===== config.mk =====
export PLATFORM = sky130hd
export DESIGN_NAME = watchdog_timer
export DESIGN_NICKNAME = d
export VERILOG_FILES = /design/src/inc/wdt_pkg.sv /design/src/design/watchdog_timer.sv /design/src/design/osc_edge_sync.sv /design/src/design/ms_tick_gen.sv
export SDC_FILE = /design/constraint.sdc
export NUM_CORES = 1
export LEC_CHECK = 0
export ABC_AREA = 1
export BUFFER_PORTS_ARGS = -buffer_cell sky130_fd_sc_hd__buf_2
export CELL_PAD_IN_SITES_DETAIL_PLACEMENT = 1
export CELL_PAD_IN_SITES_GLOBAL_PLACEMENT = 2
export CORE_MARGIN = 4
export CORE_UTILIZATION = 34
export CTS_CLUSTER_SIZE = 10
export DETAILED_ROUTE_END_ITERATION = 6
export PLACE_DENSITY = 0.87
export SYNTH_ARGS = -nofsm -noshare
export SYNTH_HDL_FRONTEND = slang
export SYNTH_SLANG_ARGS = --single-unit

===== constraint.sdc =====
create_clock -name clk_in -period 5 [get_ports clk_in]
set_input_delay 0.75 -clock clk_in [delete_from_list [all_inputs] [get_ports clk_in]]
set_output_delay 0.75 -clock clk_in [all_outputs]
set_load 0.05 [all_outputs]

===== src/inc/wdt_pkg.sv =====
// Shared constants and carrier types for the sleep-aware watchdog
package wdt_pkg;

  // Register byte offsets
  localparam logic [7:0] OFS_CTRL   = 8'h00;
  localparam logic [7:0] OFS_STATUS = 8'h04;
  localparam logic [7:0] OFS_COUNT  = 8'h08;

  // Control register fields
  localparam int unsigned CTRL_EN_BIT = 0;
  localparam int unsigned CTRL_PS_LSB = 1;
  localparam int unsigned PS_W        = 5;
  localparam logic [4:0]  PS_RESET    = 5'h0b;
  localparam logic [4:0]  PS_MAX      = 5'h12;
  localparam logic        EN_RESET    = 1'b0;

  // Status register fields, write one to clear
  localparam int unsigned STAT_TO_BIT    = 0;
  localparam int unsigned STAT_PDOWN_BIT = 1;

  // Millisecond counter spans 2**18 ms
  localparam int unsigned COUNT_W = 19;

  // Base tick built from the slow oscillator
  localparam int unsigned LF_OSC_HZ   = 31000;
  localparam int unsigned BASE_TICK_US = 1000;
  localparam int unsigned LF_PER_TICK = LF_OSC_HZ * BASE_TICK_US / 1000000;
  localparam logic [4:0]  LF_TICK_LAST = 5'(LF_PER_TICK - 1);

  typedef enum logic [1:0]
  {
    MODE_OFF     = 2'h0,
    MODE_SW      = 2'h1,
    MODE_NOSLEEP = 2'h2,
    MODE_ON      = 2'h3
  } wdt_mode_t;

  typedef struct packed
  {
    logic [7:0]  paddr;
    logic        pwrite;
    logic [31:0] pwdata;
    logic        psel;
    logic        penable;
  } apb_req_t;

  typedef struct packed
  {
    logic [31:0] prdata;
    logic        pready;
    logic        pslverr;
  } apb_rsp_t;

endpackage


===== src/design/watchdog_timer.sv =====
// Sleep-aware watchdog timer with APB register access
`timescale 1ns/1ps
`default_nettype none
module watchdog_timer
(
  input  wire logic              clk_in,
  input  wire logic              reset_n_in,
  input  wire wdt_pkg::apb_req_t apb_req_in,
  output wdt_pkg::apb_rsp_t      apb_rsp_out,
  input  wire logic [1:0]        wdt_mode_config_in,
  input  wire logic              sleep_in,
  input  wire logic              clear_watchdog_instr_in,
  input  wire logic              osc_fail_in,
  input  wire logic              low_freq_internal_osc_in,
  output logic                   reset_req_out,
  output logic                   wake_out,
  output logic                   timeout_flag_out,
  output logic                   powerdown_flag_out
);

  typedef enum logic [1:0]
  {
    ST_RUN   = 2'h0,
    ST_SLEEP = 2'h1,
    ST_EXIT  = 2'h3
  } wdt_st_t;

  typedef struct packed
  {
    wdt_st_t     st;
    logic [18:0] count;
    logic        sw_en;
    logic [4:0]  ps;
    logic        to_flag;
    logic        pdown_flag;
    logic [31:0] rdata;
    logic        slverr;
    logic        reset_req;
    logic        wake;
  } wdt_state_t;

  wdt_state_t state_r;
  wdt_state_t state_nxt;

  logic              lf_edge;
  logic              tick;
  logic              active;
  logic              clear;
  logic              hit;
  logic [18:0]       period;
  wdt_pkg::wdt_mode_t mode;

  // Decode whether the counter may run in the given mode
  function automatic logic wdt_active
  (
    input wdt_pkg::wdt_mode_t m,
    input logic               en,
    input logic               asleep
  );
    logic a;
    a = 1'b0;
    case (m)
      wdt_pkg::MODE_ON:      a = 1'b1;
      wdt_pkg::MODE_NOSLEEP: a = ~asleep;
      wdt_pkg::MODE_SW:      a = en;
      default:               a = 1'b0;
    endcase
    return a;
  endfunction

  // Timeout length in milliseconds; codes beyond the top clamp to 2**18 ms
  function automatic logic [18:0] period_of
  (
    input logic [4:0] ps
  );
    logic [4:0] p;
    p = (ps > wdt_pkg::PS_MAX) ? wdt_pkg::PS_MAX : ps;
    return 19'h00001 << p;
  endfunction

  // Read data for a register offset
  function automatic logic [31:0] read_of
  (
    input logic [7:0] addr,
    input wdt_state_t s
  );
    logic [31:0] d;
    d = '0;
    if (addr == wdt_pkg::OFS_CTRL)
    begin
      d[wdt_pkg::CTRL_EN_BIT] = s.sw_en;
      d[wdt_pkg::CTRL_PS_LSB +: wdt_pkg::PS_W] = s.ps;
    end
    else if (addr == wdt_pkg::OFS_STATUS)
    begin
      d[wdt_pkg::STAT_TO_BIT] = s.to_flag;
      d[wdt_pkg::STAT_PDOWN_BIT] = s.pdown_flag;
    end
    else if (addr == wdt_pkg::OFS_COUNT)
    begin
      d[wdt_pkg::COUNT_W-1:0] = s.count;
    end
    return d;
  endfunction

  function automatic logic mapped
  (
    input logic [7:0] addr
  );
    logic m;
    m = 1'b0;
    if (addr == wdt_pkg::OFS_CTRL)
    begin
      m = 1'b1;
    end
    else if (addr == wdt_pkg::OFS_STATUS)
    begin
      m = 1'b1;
    end
    else if (addr == wdt_pkg::OFS_COUNT)
    begin
      m = 1'b1;
    end
    return m;
  endfunction

  // Slow oscillator is asynchronous to clk_in
  osc_edge_sync osc_edge_sync_i
  (
    .clk_in     (clk_in),
    .reset_n_in (reset_n_in),
    .osc_in     (low_freq_internal_osc_in),
    .edge_out   (lf_edge)
  );

  ms_tick_gen ms_tick_gen_i
  (
    .clk_in     (clk_in),
    .reset_n_in (reset_n_in),
    .lf_edge_in (lf_edge),
    .clear_in   (clear),
    .tick_out   (tick)
  );

  assign mode   = wdt_pkg::wdt_mode_t'(wdt_mode_config_in);
  assign active = wdt_active(mode, state_r.sw_en, state_r.st == ST_SLEEP);
  assign period = period_of(state_r.ps);

  // Sleep entry, sleep exit and the exit-settle state all clear the count
  assign clear = ~active
               | clear_watchdog_instr_in | osc_fail_in
               | ((state_r.st == ST_RUN) & sleep_in)
               | ((state_r.st == ST_SLEEP) & ~sleep_in)
               | (state_r.st == ST_EXIT);

  assign hit = tick & ~clear & (state_r.count + 19'h00001 >= period);

  always_comb
  begin
    state_nxt           = state_r;
    state_nxt.reset_req = 1'b0;
    state_nxt.wake      = 1'b0;

    case (state_r.st)
      ST_RUN:
      begin
        if (sleep_in)
        begin
          state_nxt.st = ST_SLEEP;
        end
      end
      ST_SLEEP:
      begin
        if (!sleep_in)
        begin
          state_nxt.st = ST_EXIT;
        end
      end
      ST_EXIT:
      begin
        state_nxt.st = sleep_in ? ST_SLEEP : ST_RUN;
      end
      default:
      begin
        state_nxt.st = ST_RUN;
      end
    endcase

    // Only the millisecond tick advances the count; no system divider term
    if (clear)
    begin
      state_nxt.count = '0;
    end
    else if (hit)
    begin
      state_nxt.count = '0;
    end
    else if (tick)
    begin
      state_nxt.count = state_r.count + 19'h00001;
    end

    // Register writes land in the access phase; flag clears come first
    if (apb_req_in.psel && apb_req_in.penable && apb_req_in.pwrite)
    begin
      if (apb_req_in.paddr == wdt_pkg::OFS_CTRL)
      begin
        state_nxt.sw_en = apb_req_in.pwdata[wdt_pkg::CTRL_EN_BIT];
        state_nxt.ps    = apb_req_in.pwdata[wdt_pkg::CTRL_PS_LSB +: wdt_pkg::PS_W];
      end
      else if (apb_req_in.paddr == wdt_pkg::OFS_STATUS)
      begin
        if (apb_req_in.pwdata[wdt_pkg::STAT_TO_BIT])
        begin
          state_nxt.to_flag = 1'b0;
        end
        if (apb_req_in.pwdata[wdt_pkg::STAT_PDOWN_BIT])
        begin
          state_nxt.pdown_flag = 1'b0;
        end
      end
    end

    // A timeout beats a same-cycle flag clear
    if (hit)
    begin
      state_nxt.to_flag = 1'b1;
      if (state_r.st == ST_SLEEP)
      begin
        state_nxt.wake       = 1'b1;
        state_nxt.pdown_flag = 1'b1;
      end
      else
      begin
        state_nxt.reset_req = 1'b1;
      end
    end

    // Read data is captured in the setup phase so the access phase can finish at once
    if (apb_req_in.psel && !apb_req_in.penable)
    begin
      state_nxt.rdata  = apb_req_in.pwrite ? 32'h00000000 : read_of(apb_req_in.paddr, state_r);
      state_nxt.slverr = ~mapped(apb_req_in.paddr);
    end
  end

  always_ff @(posedge clk_in or negedge reset_n_in)
  begin
    if (!reset_n_in)
    begin
      state_r       <= '0;
      state_r.st    <= ST_RUN;
      state_r.sw_en <= wdt_pkg::EN_RESET;
      state_r.ps    <= wdt_pkg::PS_RESET;
    end
    else
    begin
      state_r <= state_nxt;
    end
  end

  assign apb_rsp_out = '{prdata:  state_r.rdata,
                         pready:  1'b1,
                         pslverr: state_r.slverr & apb_req_in.psel & apb_req_in.penable};

  assign reset_req_out      = state_r.reset_req;
  assign wake_out           = state_r.wake;
  assign timeout_flag_out   = state_r.to_flag;
  assign powerdown_flag_out = state_r.pdown_flag;

  a_mode_off_hold: assert property (@(posedge clk_in) disable iff (!reset_n_in)
    mode == wdt_pkg::MODE_OFF |=> state_r.count == '0 && !reset_req_out && !wake_out)
    else $error("count moved or fired in mode 00");

  a_sw_enable_gate: assert property (@(posedge clk_in) disable iff (!reset_n_in)
    mode == wdt_pkg::MODE_SW && !state_r.sw_en |=> state_r.count == '0)
    else $error("count not held with software enable low");

  a_sleep_entry_clear: assert property (@(posedge clk_in) disable iff (!reset_n_in)
    state_r.st == ST_RUN && sleep_in |=> state_r.count == '0 && state_r.st == ST_SLEEP)
    else $error("count not cleared on sleep entry");

  a_sleep_exit_clear: assert property (@(posedge clk_in) disable iff (!reset_n_in)
    state_r.st == ST_SLEEP && !sleep_in |=> state_r.count == '0 ##1 state_r.count == '0)
    else $error("count not cleared twice on sleep exit");

  a_instr_clear: assert property (@(posedge clk_in) disable iff (!reset_n_in)
    clear_watchdog_instr_in || osc_fail_in |=> state_r.count == '0 && !reset_req_out)
    else $error("clear instruction or oscillator fail ignored");

  a_sleep_wakes: assert property (@(posedge clk_in) disable iff (!reset_n_in)
    hit && state_r.st == ST_SLEEP |=> wake_out && !reset_req_out && powerdown_flag_out)
    else $error("sleep timeout did not wake");

  a_awake_resets: assert property (@(posedge clk_in) disable iff (!reset_n_in)
    hit && state_r.st != ST_SLEEP |=> reset_req_out && !wake_out ##1 !reset_req_out)
    else $error("awake timeout reset request wrong");

  a_timeout_flag: assert property (@(posedge clk_in) disable iff (!reset_n_in)
    hit |=> timeout_flag_out && state_r.count == '0)
    else $error("timeout flag not set");

  a_always_on: assert property (@(posedge clk_in) disable iff (!reset_n_in)
    mode == wdt_pkg::MODE_ON && state_r.st == ST_SLEEP && sleep_in && tick
    && !clear_watchdog_instr_in && !osc_fail_in && !hit
    |=> state_r.count == $past(state_r.count) + 19'h00001)
    else $error("mode 11 did not count in sleep");

  a_nosleep_off: assert property (@(posedge clk_in) disable iff (!reset_n_in)
    mode == wdt_pkg::MODE_NOSLEEP && state_r.st == ST_SLEEP |=> state_r.count == '0 && !wake_out)
    else $error("mode 10 ran during sleep");

  a_ps_default: assert property (@(posedge clk_in)
    $rose(reset_n_in) |-> state_r.ps == wdt_pkg::PS_RESET)
    else $error("period select not at two seconds after reset");

  c_awake_timeout: cover property (@(posedge clk_in) disable iff (!reset_n_in)
    reset_req_out);

  c_sleep_wake: cover property (@(posedge clk_in) disable iff (!reset_n_in)
    wake_out ##[1:20] state_r.st == ST_EXIT);

  c_flag_race: cover property (@(posedge clk_in) disable iff (!reset_n_in)
    hit && apb_req_in.psel && apb_req_in.penable && apb_req_in.pwrite);

endmodule
`default_nettype wire


===== src/design/osc_edge_sync.sv =====
// Three-stage synchroniser with rising-edge strobe for the slow oscillator
`timescale 1ns/1ps
`default_nettype none
module osc_edge_sync
(
  input  wire logic clk_in,
  input  wire logic reset_n_in,
  input  wire logic osc_in,
  output logic      edge_out
);

  typedef struct packed
  {
    logic s1;
    logic s2;
    logic s3;
    logic level;
  } sync_state_t;

  sync_state_t state_r;
  sync_state_t state_nxt;

  always_comb
  begin
    state_nxt    = state_r;
    state_nxt.s1 = osc_in;
    state_nxt.s2 = state_r.s1;
    state_nxt.s3 = state_r.s2;
    // A change counts only once the two later stages agree
    if (state_r.s2 == state_r.s3)
    begin
      state_nxt.level = state_r.s2;
    end
  end

  always_ff @(posedge clk_in or negedge reset_n_in)
  begin
    if (!reset_n_in)
    begin
      state_r <= '0;
    end
    else
    begin
      state_r <= state_nxt;
    end
  end

  assign edge_out = state_r.s2 & state_r.s3 & ~state_r.level;

endmodule
`default_nettype wire


===== src/design/ms_tick_gen.sv =====
// Divides slow-oscillator edges down to the one millisecond base tick
`timescale 1ns/1ps
`default_nettype none
module ms_tick_gen
(
  input  wire logic clk_in,
  input  wire logic reset_n_in,
  input  wire logic lf_edge_in,
  input  wire logic clear_in,
  output logic      tick_out
);

  typedef struct packed
  {
    logic [4:0] div;
  } tick_state_t;

  tick_state_t state_r;
  tick_state_t state_nxt;

  always_comb
  begin
    state_nxt = state_r;
    // Clearing also drops the partial millisecond
    if (clear_in)
    begin
      state_nxt.div = '0;
    end
    else if (lf_edge_in)
    begin
      state_nxt.div = tick_out ? 5'h00 : state_r.div + 5'h01;
    end
  end

  always_ff @(posedge clk_in or negedge reset_n_in)
  begin
    if (!reset_n_in)
    begin
      state_r <= '0;
    end
    else
    begin
      state_r <= state_nxt;
    end
  end

  assign tick_out = lf_edge_in & ~clear_in & (state_r.div == wdt_pkg::LF_TICK_LAST);

endmodule
`default_nettype wire


==> flow_summary.yaml, run 1 <==
run_status:
  status: "completed"
place:
  io_buffers: 48
  dp_hpwl_um: 8270
  routabilityCongestion: 0.874
sta:
  fin_crit_sh: 0.672
  rsz0062_at_grt: "no"
  tns_ns: 0
  worst_pin_slew_ns: 0.844
  setup_viol: 0
  worst_hold_slack_ns: 0.351
  fin_crit_ns: 3.36
  fmax_ghz: 0.298
  slew_violations: 0
  max-slew-margin-rel: 0.436
  final-hold-violation-count: 0
  clock_skew_ns: 0.00798
worst_setup_path:
  cp_data_required_time_ns: 5.25
  r2r_setup_slack_ns: 1.64
  endpoint_kind: "flop"
  critical_path.startpoint_type: "flop"
  critPathKind: "reg -> reg"
  cp_max_fo: 20
  cp.arrival_ns: 3.61
global_routing:
  grt_pass1_wl_um: 18400
  antenna_found_initial: 0
  grt_pass1_vias: 3759
  grt-ovfl-total: 0
  grt_usage: 0.163
  grt_max_degree: 61
logic_synthesis:
  synth_seq_area_share: 0.362
  synth_flop_cell: "dfrtp_1"
  synth-async-reset-ratio: 1.00
  syn-cell-area_um2: 4150
  synth_cells: 548
  avgSynthCellArea_um2: 7.58
  synth.distinct_cells: 39
  synth_warnings: 0
  synth_edf_count: 0
  synth-seq-cells: 60
detailed_routing:
  drt_iter0_markers: 174
  drc_errors: 0
  drtPass1Iterations: 4
  viasPerCell: 4.96
  drt-total-wl_um: 10700
  vias: 3605
  wl_per_cell_um: 14.7
  ant_nets: 0
power:
  powerDensity_nw_per_um2: 274
  ir_drop_uv: 159
  p_leak_nw: 2.40
layout:
  final_nets: 649
  final_cell_mix: "nand2_1 (158), inv_1 (64), dfrtp_1 (57), buf_2 (48), nor2_1 (45)"
  antenna_cells: 0
  final_common_cell: "nand2_1"
  syn_to_final_growth_pct: 10.6
  drive_gt1_frac: 0.186
floorplan:
  row_count: 40
  ios: 89
  initial_core_util: 0.347
  core_um2: 12000
  die-area_um2: 14100
  die_w_um: 119
  die_y_um: 119
worst_hold_path:
  min_path_type: "reg -> reg"
clocking:
  clock_latency_ns: 0.34
  clkSinkCount: 60
  h-tree-depth: 3
  cts_made_buffers: 9
  cts-root-buf: "clkbuf_16"
  cts_tree: "built"
  cts_resized: 0
  cts_buffer_depth: 2
  cts_hold_buf: 0
  path_clk_slew_ns: 0.05
  post-cts-setup-buffers: 0
job:
  cap_violations: 0
## routing by layer
layer	part of all wire	vias up	track usage
li1	-	1768	-
met1	0.44	1754	0.199
met2	0.50	64	0.276
met3	0.034	19	0.0364
met4	0.023	0	0.0652
met5	0	-	0
## cells by family after synthesis
| family | share of synthesized area |
|---|---|
| muxes | 0.00271 |
| DFF | 0.362 |
| buffers and inverters | 0.149 |
| AOI/OAI and AO/OA | 0.0777 |
| other | 0.00181 |
| xor gates and xnor gates | 0.0187 |
| and+or+nand+nor | 0.318 |
| adders and majority gates | 0.0693 |
## worst max-delay path: stages (launching register included)
cell	delay, ns
dfrtp_1	0.42
ha_1	0.21
nand2_1	0.10
nor2_1	0.18
nand2_1	0.17
nor2_4	0.17
nand3_1	0.09
nand2_1	0.07
nand2_1	0.07
ha_1	0.30
nand2_1	0.07
nor2_1	0.12
nand2_1	0.09
nor3_1	0.15
nand2_1	0.53
nand2_1	0.33
nand2_1	0.10
o21ai_0	0.09
## state kept, by name, indices dropped and copies added, names as in the netlist
name                       flops
apb_rsp_out                   19
osc_edge_sync_i.state_r        2
osc_edge_sync_i.state_nxt      2
powerdown_flag_out             1
timeout_flag_out               1
wake_out                       1
state_r                       28
ms_tick_gen_i.state_r          5
reset_req_out                  1
## power breakdown
| group | leakage (nW) | internal, mW | total [mW] | switching [mW] |
|---|---|---|---|---|
| registers | 0.796 | 0.495 | 0.501 | 0.00621 |
| logic | 1.44 | 0.0232 | 0.0980 | 0.0748 |
| clock network | 0.159 | 0.446 | 0.662 | 0.215 |
## worst paths after layout
kind / startpoint / to / depth (start not counted)
setup reg to reg: state_r[43]$_DFFE_PN0P_ / timeout_flag_out$_DFFE_PN0P_ / 17
hold / removal: osc_edge_sync_i.state_nxt[2]$_DFF_PN0_ / osc_edge_sync_i.state_nxt[1]$_DFF_PN0_ / 0
min in group asynchronous: reset_n_in / apb_rsp_out[15]$_DFFE_PN0P_ / 2
setup / recovery: state_r[43]$_DFFE_PN0P_ / timeout_flag_out$_DFFE_PN0P_ / 17
max in group asynchronous: reset_n_in / timeout_flag_out$_DFFE_PN0P_ / 2
hold reg to reg: osc_edge_sync_i.state_nxt[2]$_DFF_PN0_ / osc_edge_sync_i.state_nxt[1]$_DFF_PN0_ / 0
## stage by stage
step | cell area (µm²) | setup slack [ns] | cells | util | total power [mW]
2_1_floorplan | 4200 | 2.37 | 560 | - | 0.585
3_3_place_gp | 4280 | 1.78 | 711 | 0.358 | 0.603
3_5_place_dp | 4280 | 1.66 | 711 | 0.358 | 0.608
4_1_cts | 4600 | 1.60 | 727 | 0.384 | 1.28
5_1_grt | 4600 | 1.12 | 727 | 0.384 | 1.31
6_report | 4600 | 1.64 | 727 | 0.384 | 1.26
## cells in the mapped netlist (6+ instances only)
master / n / area share
buf_6: 8 / 0.022
nand2_2: 6 / 0.0090
buf_4: 33 / 0.060
ha_1: 23 / 0.069
nor2_2: 7 / 0.011
inv_1: 64 / 0.058
nor2_1: 45 / 0.041
nor3_1: 8 / 0.0096
o21ai_2: 10 / 0.021
xor2_1: 6 / 0.013
nand3_1: 24 / 0.029
dfrtp_1: 57 / 0.34
nand4_1: 25 / 0.038
a21oi_1: 13 / 0.016
nand2_1: 158 / 0.14
o21ai_0: 15 / 0.018
## layout make-up
type	instances	area, µm²
Fill cell	1489	7370
Multi-Input combinational cell	385	2070
Sequential cell	60	1510
Inverter	69	259
Timing Repair Buffer	50	255
Clock buffer	11	243
Tap cell	147	184
Clock inverter	5	75.1
(Power assumes the default switching activity.)
==> run 2: changes to the inputs <==
--- a/config.mk
+++ b/config.mk
@@ -10,10 +10,10 @@
 export CELL_PAD_IN_SITES_DETAIL_PLACEMENT = 1
 export CELL_PAD_IN_SITES_GLOBAL_PLACEMENT = 2
 export CORE_MARGIN = 4
-export CORE_UTILIZATION = 34
+export CORE_UTILIZATION = 31
 export CTS_CLUSTER_SIZE = 10
 export DETAILED_ROUTE_END_ITERATION = 6
-export PLACE_DENSITY = 0.87
+export PLACE_DENSITY = 0.8
 export SYNTH_ARGS = -nofsm -noshare
 export SYNTH_HDL_FRONTEND = slang
 export SYNTH_SLANG_ARGS = --single-unit
==> constraint.sdc (replaced) <==
create_clock -name clk_in -period 3.1 [get_ports clk_in]
set_input_delay 0.465 -clock clk_in [delete_from_list [all_inputs] [get_ports clk_in]]
set_output_delay 0.465 -clock clk_in [all_outputs]
set_load 0.05 [all_outputs]
==> run 2 against run 1 <==
Effect of this change: combinational power grew 63%; worst setup slack lost 1.3 ns; sequential share of layout area shrank 0.73 points; final cell count grew 5.2%; critical path type unchanged.
==> flow_summary.yaml, run 2 (synthesis results as in run 1) <==
clocking:
  cts_made_buffers: 9
  cts-root-buf: "clkbuf_16"
  clock_latency_ns: 0.34
  cts_buffer_depth: 2
  cts_hold_buf: 0
  clkSinkCount: 60
  path_clk_slew_ns: 0.05
  cts_tree: "built"
  h-tree-depth: 3
floorplan:
  die_w_um: 124
  row_count: 42
  ios: 89
  die_y_um: 124
  initial_core_util: 0.315
  die-area_um2: 15300
  core_um2: 13200
worst_setup_path:
  cp_cell_sequence: "buf_4 -> nand2_1 -> nor2_2 -> nand3_1 -> xor2_1 -> ha_1 -> nand2_1 -> inv_1 -> nand2_1 -> inv_1 -> nand2_1 -> nand3_1 -> nand2_1 -> buf_6 -> nand2_1 -> nand2_1 -> o21ai_0"
  cp_num_buf_inv: 4
  cp_max_fo: 20
  ff2ff_path_depth: 17
  r2r-start: "state_r[44]$_DFFE_PN0P_"
  endpoint_kind: "flop"
  rr_endpoint: "timeout_flag_out$_DFFE_PN0P_"
  slowest_stage: "xor2_1"
  slowest_delay_ns: 0.40
  cp_data_required_time_ns: 3.32
  critPathKind: "reg -> reg"
  cp.arrival_ns: 3.00
  cpLargestDelayFamily: "simple AND/OR/NAND/NOR gates"
  path_common_cell: "nand2_1"
  r2r_setup_slack_ns: 0.32
  critical_path.startpoint_type: "flop"
layout:
  fill_cells: 1656
  final_common_cell: "nand2_1"
  top_register: "state_r"
  antenna_cells: 0
  final_cell_mix: "nand2_1 (157), inv_1 (64), dfrtp_1 (57), buf_2 (48), nor2_1 (44)"
  syn_to_final_growth_pct: 13.2
  instances_no_fill: 765
  postLayoutCoreUtil: 0.356
  drive_gt1_frac: 0.204
  final_nets: 658
  largest_reg_flops: 28
detailed_routing:
  ant_nets: 0
  drt_iter0_markers: 141
  drt-total-wl_um: 10900
  viasPerCell: 4.65
  vias: 3557
  drc_errors: 0
  wl_per_cell_um: 14.2
  drtPass1Iterations: 4
sta:
  setup_viol: 0
  max-slew-margin-rel: 0.592
  worst_pin_slew_ns: 0.610
  fin_crit_sh: 0.897
  fmax_ghz: 0.360
  rsz0062_at_grt: "no"
  tns_ns: 0
  slew_violations: 0
  worst_slack_ns: 0.321
  final-hold-violation-count: 0
  fin_crit_ns: 2.78
  clock_skew_ns: 0.00831
global_routing:
  grt_pass1_wl_um: 18100
  grt-ovfl-total: 0
  grt_pass1_vias: 3697
  grt_max_degree: 24
  grt_usage: 0.153
  antenna_found_initial: 0
place:
  io_buffers: 48
  routabilityCongestion: 0.829
  dp_hpwl_um: 8610
  place_ws_ns: 0.188
  dp.cells: 746
run_status:
  status: "completed"
worst_hold_path:
  min_path_type: "in -> async"
power:
  total_power_mw: 2.00
  ir_drop_uv: 223
  p_leak_nw: 2.43
  powerDensity_nw_per_um2: 425
job:
  cap_violations: 0
-- run 2: what timing repair did --
item | 4_1_cts | 5_1_grt
setup endpoints to repair | 0 | 14
buffers inserted | 0 | 3
gates resized for setup | 0 | 6
-- run 2: layout make-up --
type	instances	area [µm²]	share of cell area
clock inverters	4	47.5	0.0101
repair buffers	59	330	0.0703
clock buffers	12	256	0.0546
multi-input cells	385	2080	0.443
flip-flops and latches	60	1510	0.320
well taps	176	220	0.0468
inverters	69	259	0.0551
-- run 2: power breakdown --
group	switching [mW]	total, mW	internal [mW]
Clock	0.365	1.03	0.663
Combinational	0.121	0.160	0.0388
Sequential	0.0100	0.808	0.798
-- run 2: layer usage --
layer | vias to the layer above | wire (µm) | track usage
li1 | 1783 | - | -
met1 | 1719 | 4910 | 0.184
met2 | 45 | 5500 | 0.273
met3 | 10 | 326 | 0.0327
met4 | 0 | 148 | 0.0436
met5 | - | 0 | 0
-- run 2: worst max path at each step --
stage                                 start                            to  slack [ns]  depth (start not counted)
floorplan           state_r[43]$_DFFE_PN0P_  timeout_flag_out$_DFFE_PN0P_        0.73                         17
global placement    state_r[43]$_DFFE_PN0P_  timeout_flag_out$_DFFE_PN0P_        0.24                         20
detailed placement  state_r[43]$_DFFE_PN0P_  timeout_flag_out$_DFFE_PN0P_        0.19                         20
CTS                 state_r[43]$_DFFE_PN0P_  timeout_flag_out$_DFFE_PN0P_        0.18                         20
global route        state_r[43]$_DFFE_PN0P_       state_r[48]$_DFFE_PN0P_        0.01                         20
finish              state_r[44]$_DFFE_PN0P_  timeout_flag_out$_DFFE_PN0P_        0.32                         17
-- run 2: stage by stage --
stage               hold slack, ns  area, µm²
floorplan                    0.169       4200
global placement             0.338       4360
detailed placement           0.343       4360
CTS                          0.123       4660
global route                 0.145       4700
finish                       0.112       4700
==> run 3: changes to the inputs <==
--- a/config.mk
+++ b/config.mk
@@ -9,6 +9,7 @@
 export BUFFER_PORTS_ARGS = -buffer_cell sky130_fd_sc_hd__buf_2
 export CELL_PAD_IN_SITES_DETAIL_PLACEMENT = 1
 export CELL_PAD_IN_SITES_GLOBAL_PLACEMENT = 2
+export CORE_ASPECT_RATIO = 1.4
 export CORE_MARGIN = 4
 export CORE_UTILIZATION = 31
 export CTS_CLUSTER_SIZE = 10
==> run 3 against run 2 <==
Effect of this change: final area is 0.16% lower; sequential cell count unchanged; sequential power is essentially flat; non-clock buffer count decreased by 4; worst setup slack better by 0.016 ns; sequential share of layout area rose by 0.078 points; global-route usage up 0.11 points; power increased by 3.5%; final cell count fell by 0.26%; clock skew shrank 0.0045 ns; fmax rose by 0.57%; critical path type unchanged; critical endpoint is now state_r[45]$_DFFE_PN0P_; largest power group unchanged; highest routed layer unchanged.
==> flow_summary.yaml, run 3 (synthesis results as in run 1) <==
run_status:
  status: "completed"
worst_setup_path:
  cp_cell_sequence: "ha_2 -> nand2_1 -> nor2_2 -> nand2_2 -> nor2_4 -> nand3_1 -> nand2_1 -> nand2_1 -> ha_1 -> nand2_1 -> nor2_1 -> nand2_1 -> nor3_1 -> nand2_1 -> buf_4 -> nand4_1 -> nand2_1"
  endpoint_kind: "flop"
  cp_data_required_time_ns: 3.32
  critical_path.startpoint_type: "flop"
  cp_max_fo: 19
  path_common_cell: "nand2_1"
  slowest_delay_ns: 0.41
  cp_num_buf_inv: 1
  r2r-start: "state_r[43]$_DFFE_PN0P_"
  r2r_setup_slack_ns: 0.34
  cpLargestDelayFamily: "simple AND/OR/NAND/NOR gates"
  cp.arrival_ns: 2.99
  critPathKind: "reg -> reg"
  rr_endpoint: "state_r[45]$_DFFE_PN0P_"
  ff2ff_path_depth: 17
  slowest_stage: "dfrtp_2"
power:
  powerDensity_nw_per_um2: 440
  ir_drop_uv: 211
  p_leak_nw: 2.41
job:
  cap_violations: 0
sta:
  worst_pin_slew_ns: 0.661
  setup_viol: 0
  final-hold-violation-count: 0
  rsz0062_at_grt: "no"
  tns_ns: 0
  fin_crit_ns: 2.76
  slew_violations: 0
  fin_crit_sh: 0.892
  max-slew-margin-rel: 0.558
  fmax_ghz: 0.362
  clock_skew_ns: 0.00382
detailed_routing:
  vias: 3553
  route.met3.wl_um: 354
  drc_errors: 0
  wl_met1_um: 4650
  wl_per_cell_um: 14.5
  viasPerCell: 4.66
  drt-total-wl_um: 11000
  routed.top_layer: "met4"
  drtPass1Iterations: 6
  drt_iter0_markers: 100
  ant_nets: 0
  route.met2.wl_um: 5700
global_routing:
  grt-ovfl-total: 0
  grt_pass1_wl_um: 18900
  antenna_found_initial: 0
  grt_max_degree: 26
  grt_pass1_vias: 3859
  grt_usage: 0.154
worst_hold_path:
  min_path_type: "in -> async"
clocking:
  cts_tree: "built"
  cts_hold_buf: 0
  cts-root-buf: "clkbuf_16"
  cts_made_buffers: 9
  h-tree-depth: 3
  cts_buffer_depth: 2
  clock_latency_ns: 0.33
  clkSinkCount: 60
  path_clk_slew_ns: 0.06
layout:
  final_common_cell: "nand2_1"
  final_cell_mix: "nand2_1 (157), inv_1 (64), dfrtp_1 (56), buf_2 (48), nor2_1 (44)"
  instances_no_fill: 763
  largest_reg_flops: 28
  fill_cells: 1674
  top_register: "state_r"
  antenna_cells: 0
  final_nets: 654
  drive_gt1_frac: 0.202
  syn_to_final_growth_pct: 13.0
place:
  dp.cells: 746
  io_buffers: 48
  dp_hpwl_um: 8750
  routabilityCongestion: 0.843
floorplan:
  row_count: 49
  die-area_um2: 15300
  die_y_um: 145
  initial_core_util: 0.320
  core_um2: 13000
  ios: 89
  die_w_um: 106
## run 3: worst max path at each step
stage	startpoint	to	slack, ns	cells past startpoint
global placement	state_r[43]$_DFFE_PN0P_	state_r[47]$_DFFE_PN0P_	0.25	17
finish	state_r[43]$_DFFE_PN0P_	state_r[45]$_DFFE_PN0P_	0.34	17
CTS	state_r[43]$_DFFE_PN0P_	state_r[58]$_DFFE_PN0P_	0.14	17
detailed placement	state_r[43]$_DFFE_PN0P_	state_r[58]$_DFFE_PN0P_	0.15	17
global route	state_r[43]$_DFFE_PN0P_	state_r[61]$_DFFE_PN0P_	0.005	17
floorplan	state_r[43]$_DFFE_PN0P_	timeout_flag_out$_DFFE_PN0P_	0.73	17
## run 3: repair_timing
action,CTS,global route
resized for setup,0,5
endpoints found under the setup margin,0,23
setup buffers,0,1
## run 3: layout make-up
type                    instances  area (µm²)  share of cell area
clock buffers                  10         239              0.0509
clock inverters                 6        87.6              0.0187
inverters                      69         259              0.0552
multi-input cells             385        2080               0.444
flip-flops and latches         60        1510               0.321
well taps                     178         223              0.0475
repair buffers                 55         297              0.0632
## run 3: layer usage
layer | track usage | vias up
met5 | 0 | -
met4 | 0.0713 | 0
met3 | 0.0258 | 21
met2 | 0.272 | 67
met1 | 0.179 | 1693
li1 | - | 1772
## run 3: where the power goes
part	switching (mW)	internal, mW	total, mW
clock network	0.376	0.723	1.10
logic	0.119	0.0386	0.158
registers	0.0104	0.797	0.808
total	0.506	1.56	2.07
## run 3: metrics by stage
| step | worst slack, ns | instance area, µm² | hold slack, ns | total power, mW | utilization |
|---|---|---|---|---|---|
| finish | 0.336 | 4690 | 0.0282 | 2.07 | 0.361 |
| global route | 0.00531 | 4690 | 0.0453 | 2.15 | 0.361 |
| CTS | 0.144 | 4670 | 0.0337 | 2.10 | 0.360 |
| detailed placement | 0.155 | 4350 | 0.344 | 0.983 | 0.334 |
| global placement | 0.248 | 4350 | 0.337 | 0.975 | 0.334 |
| floorplan | 0.727 | 4200 | 0.169 | 0.944 | - |
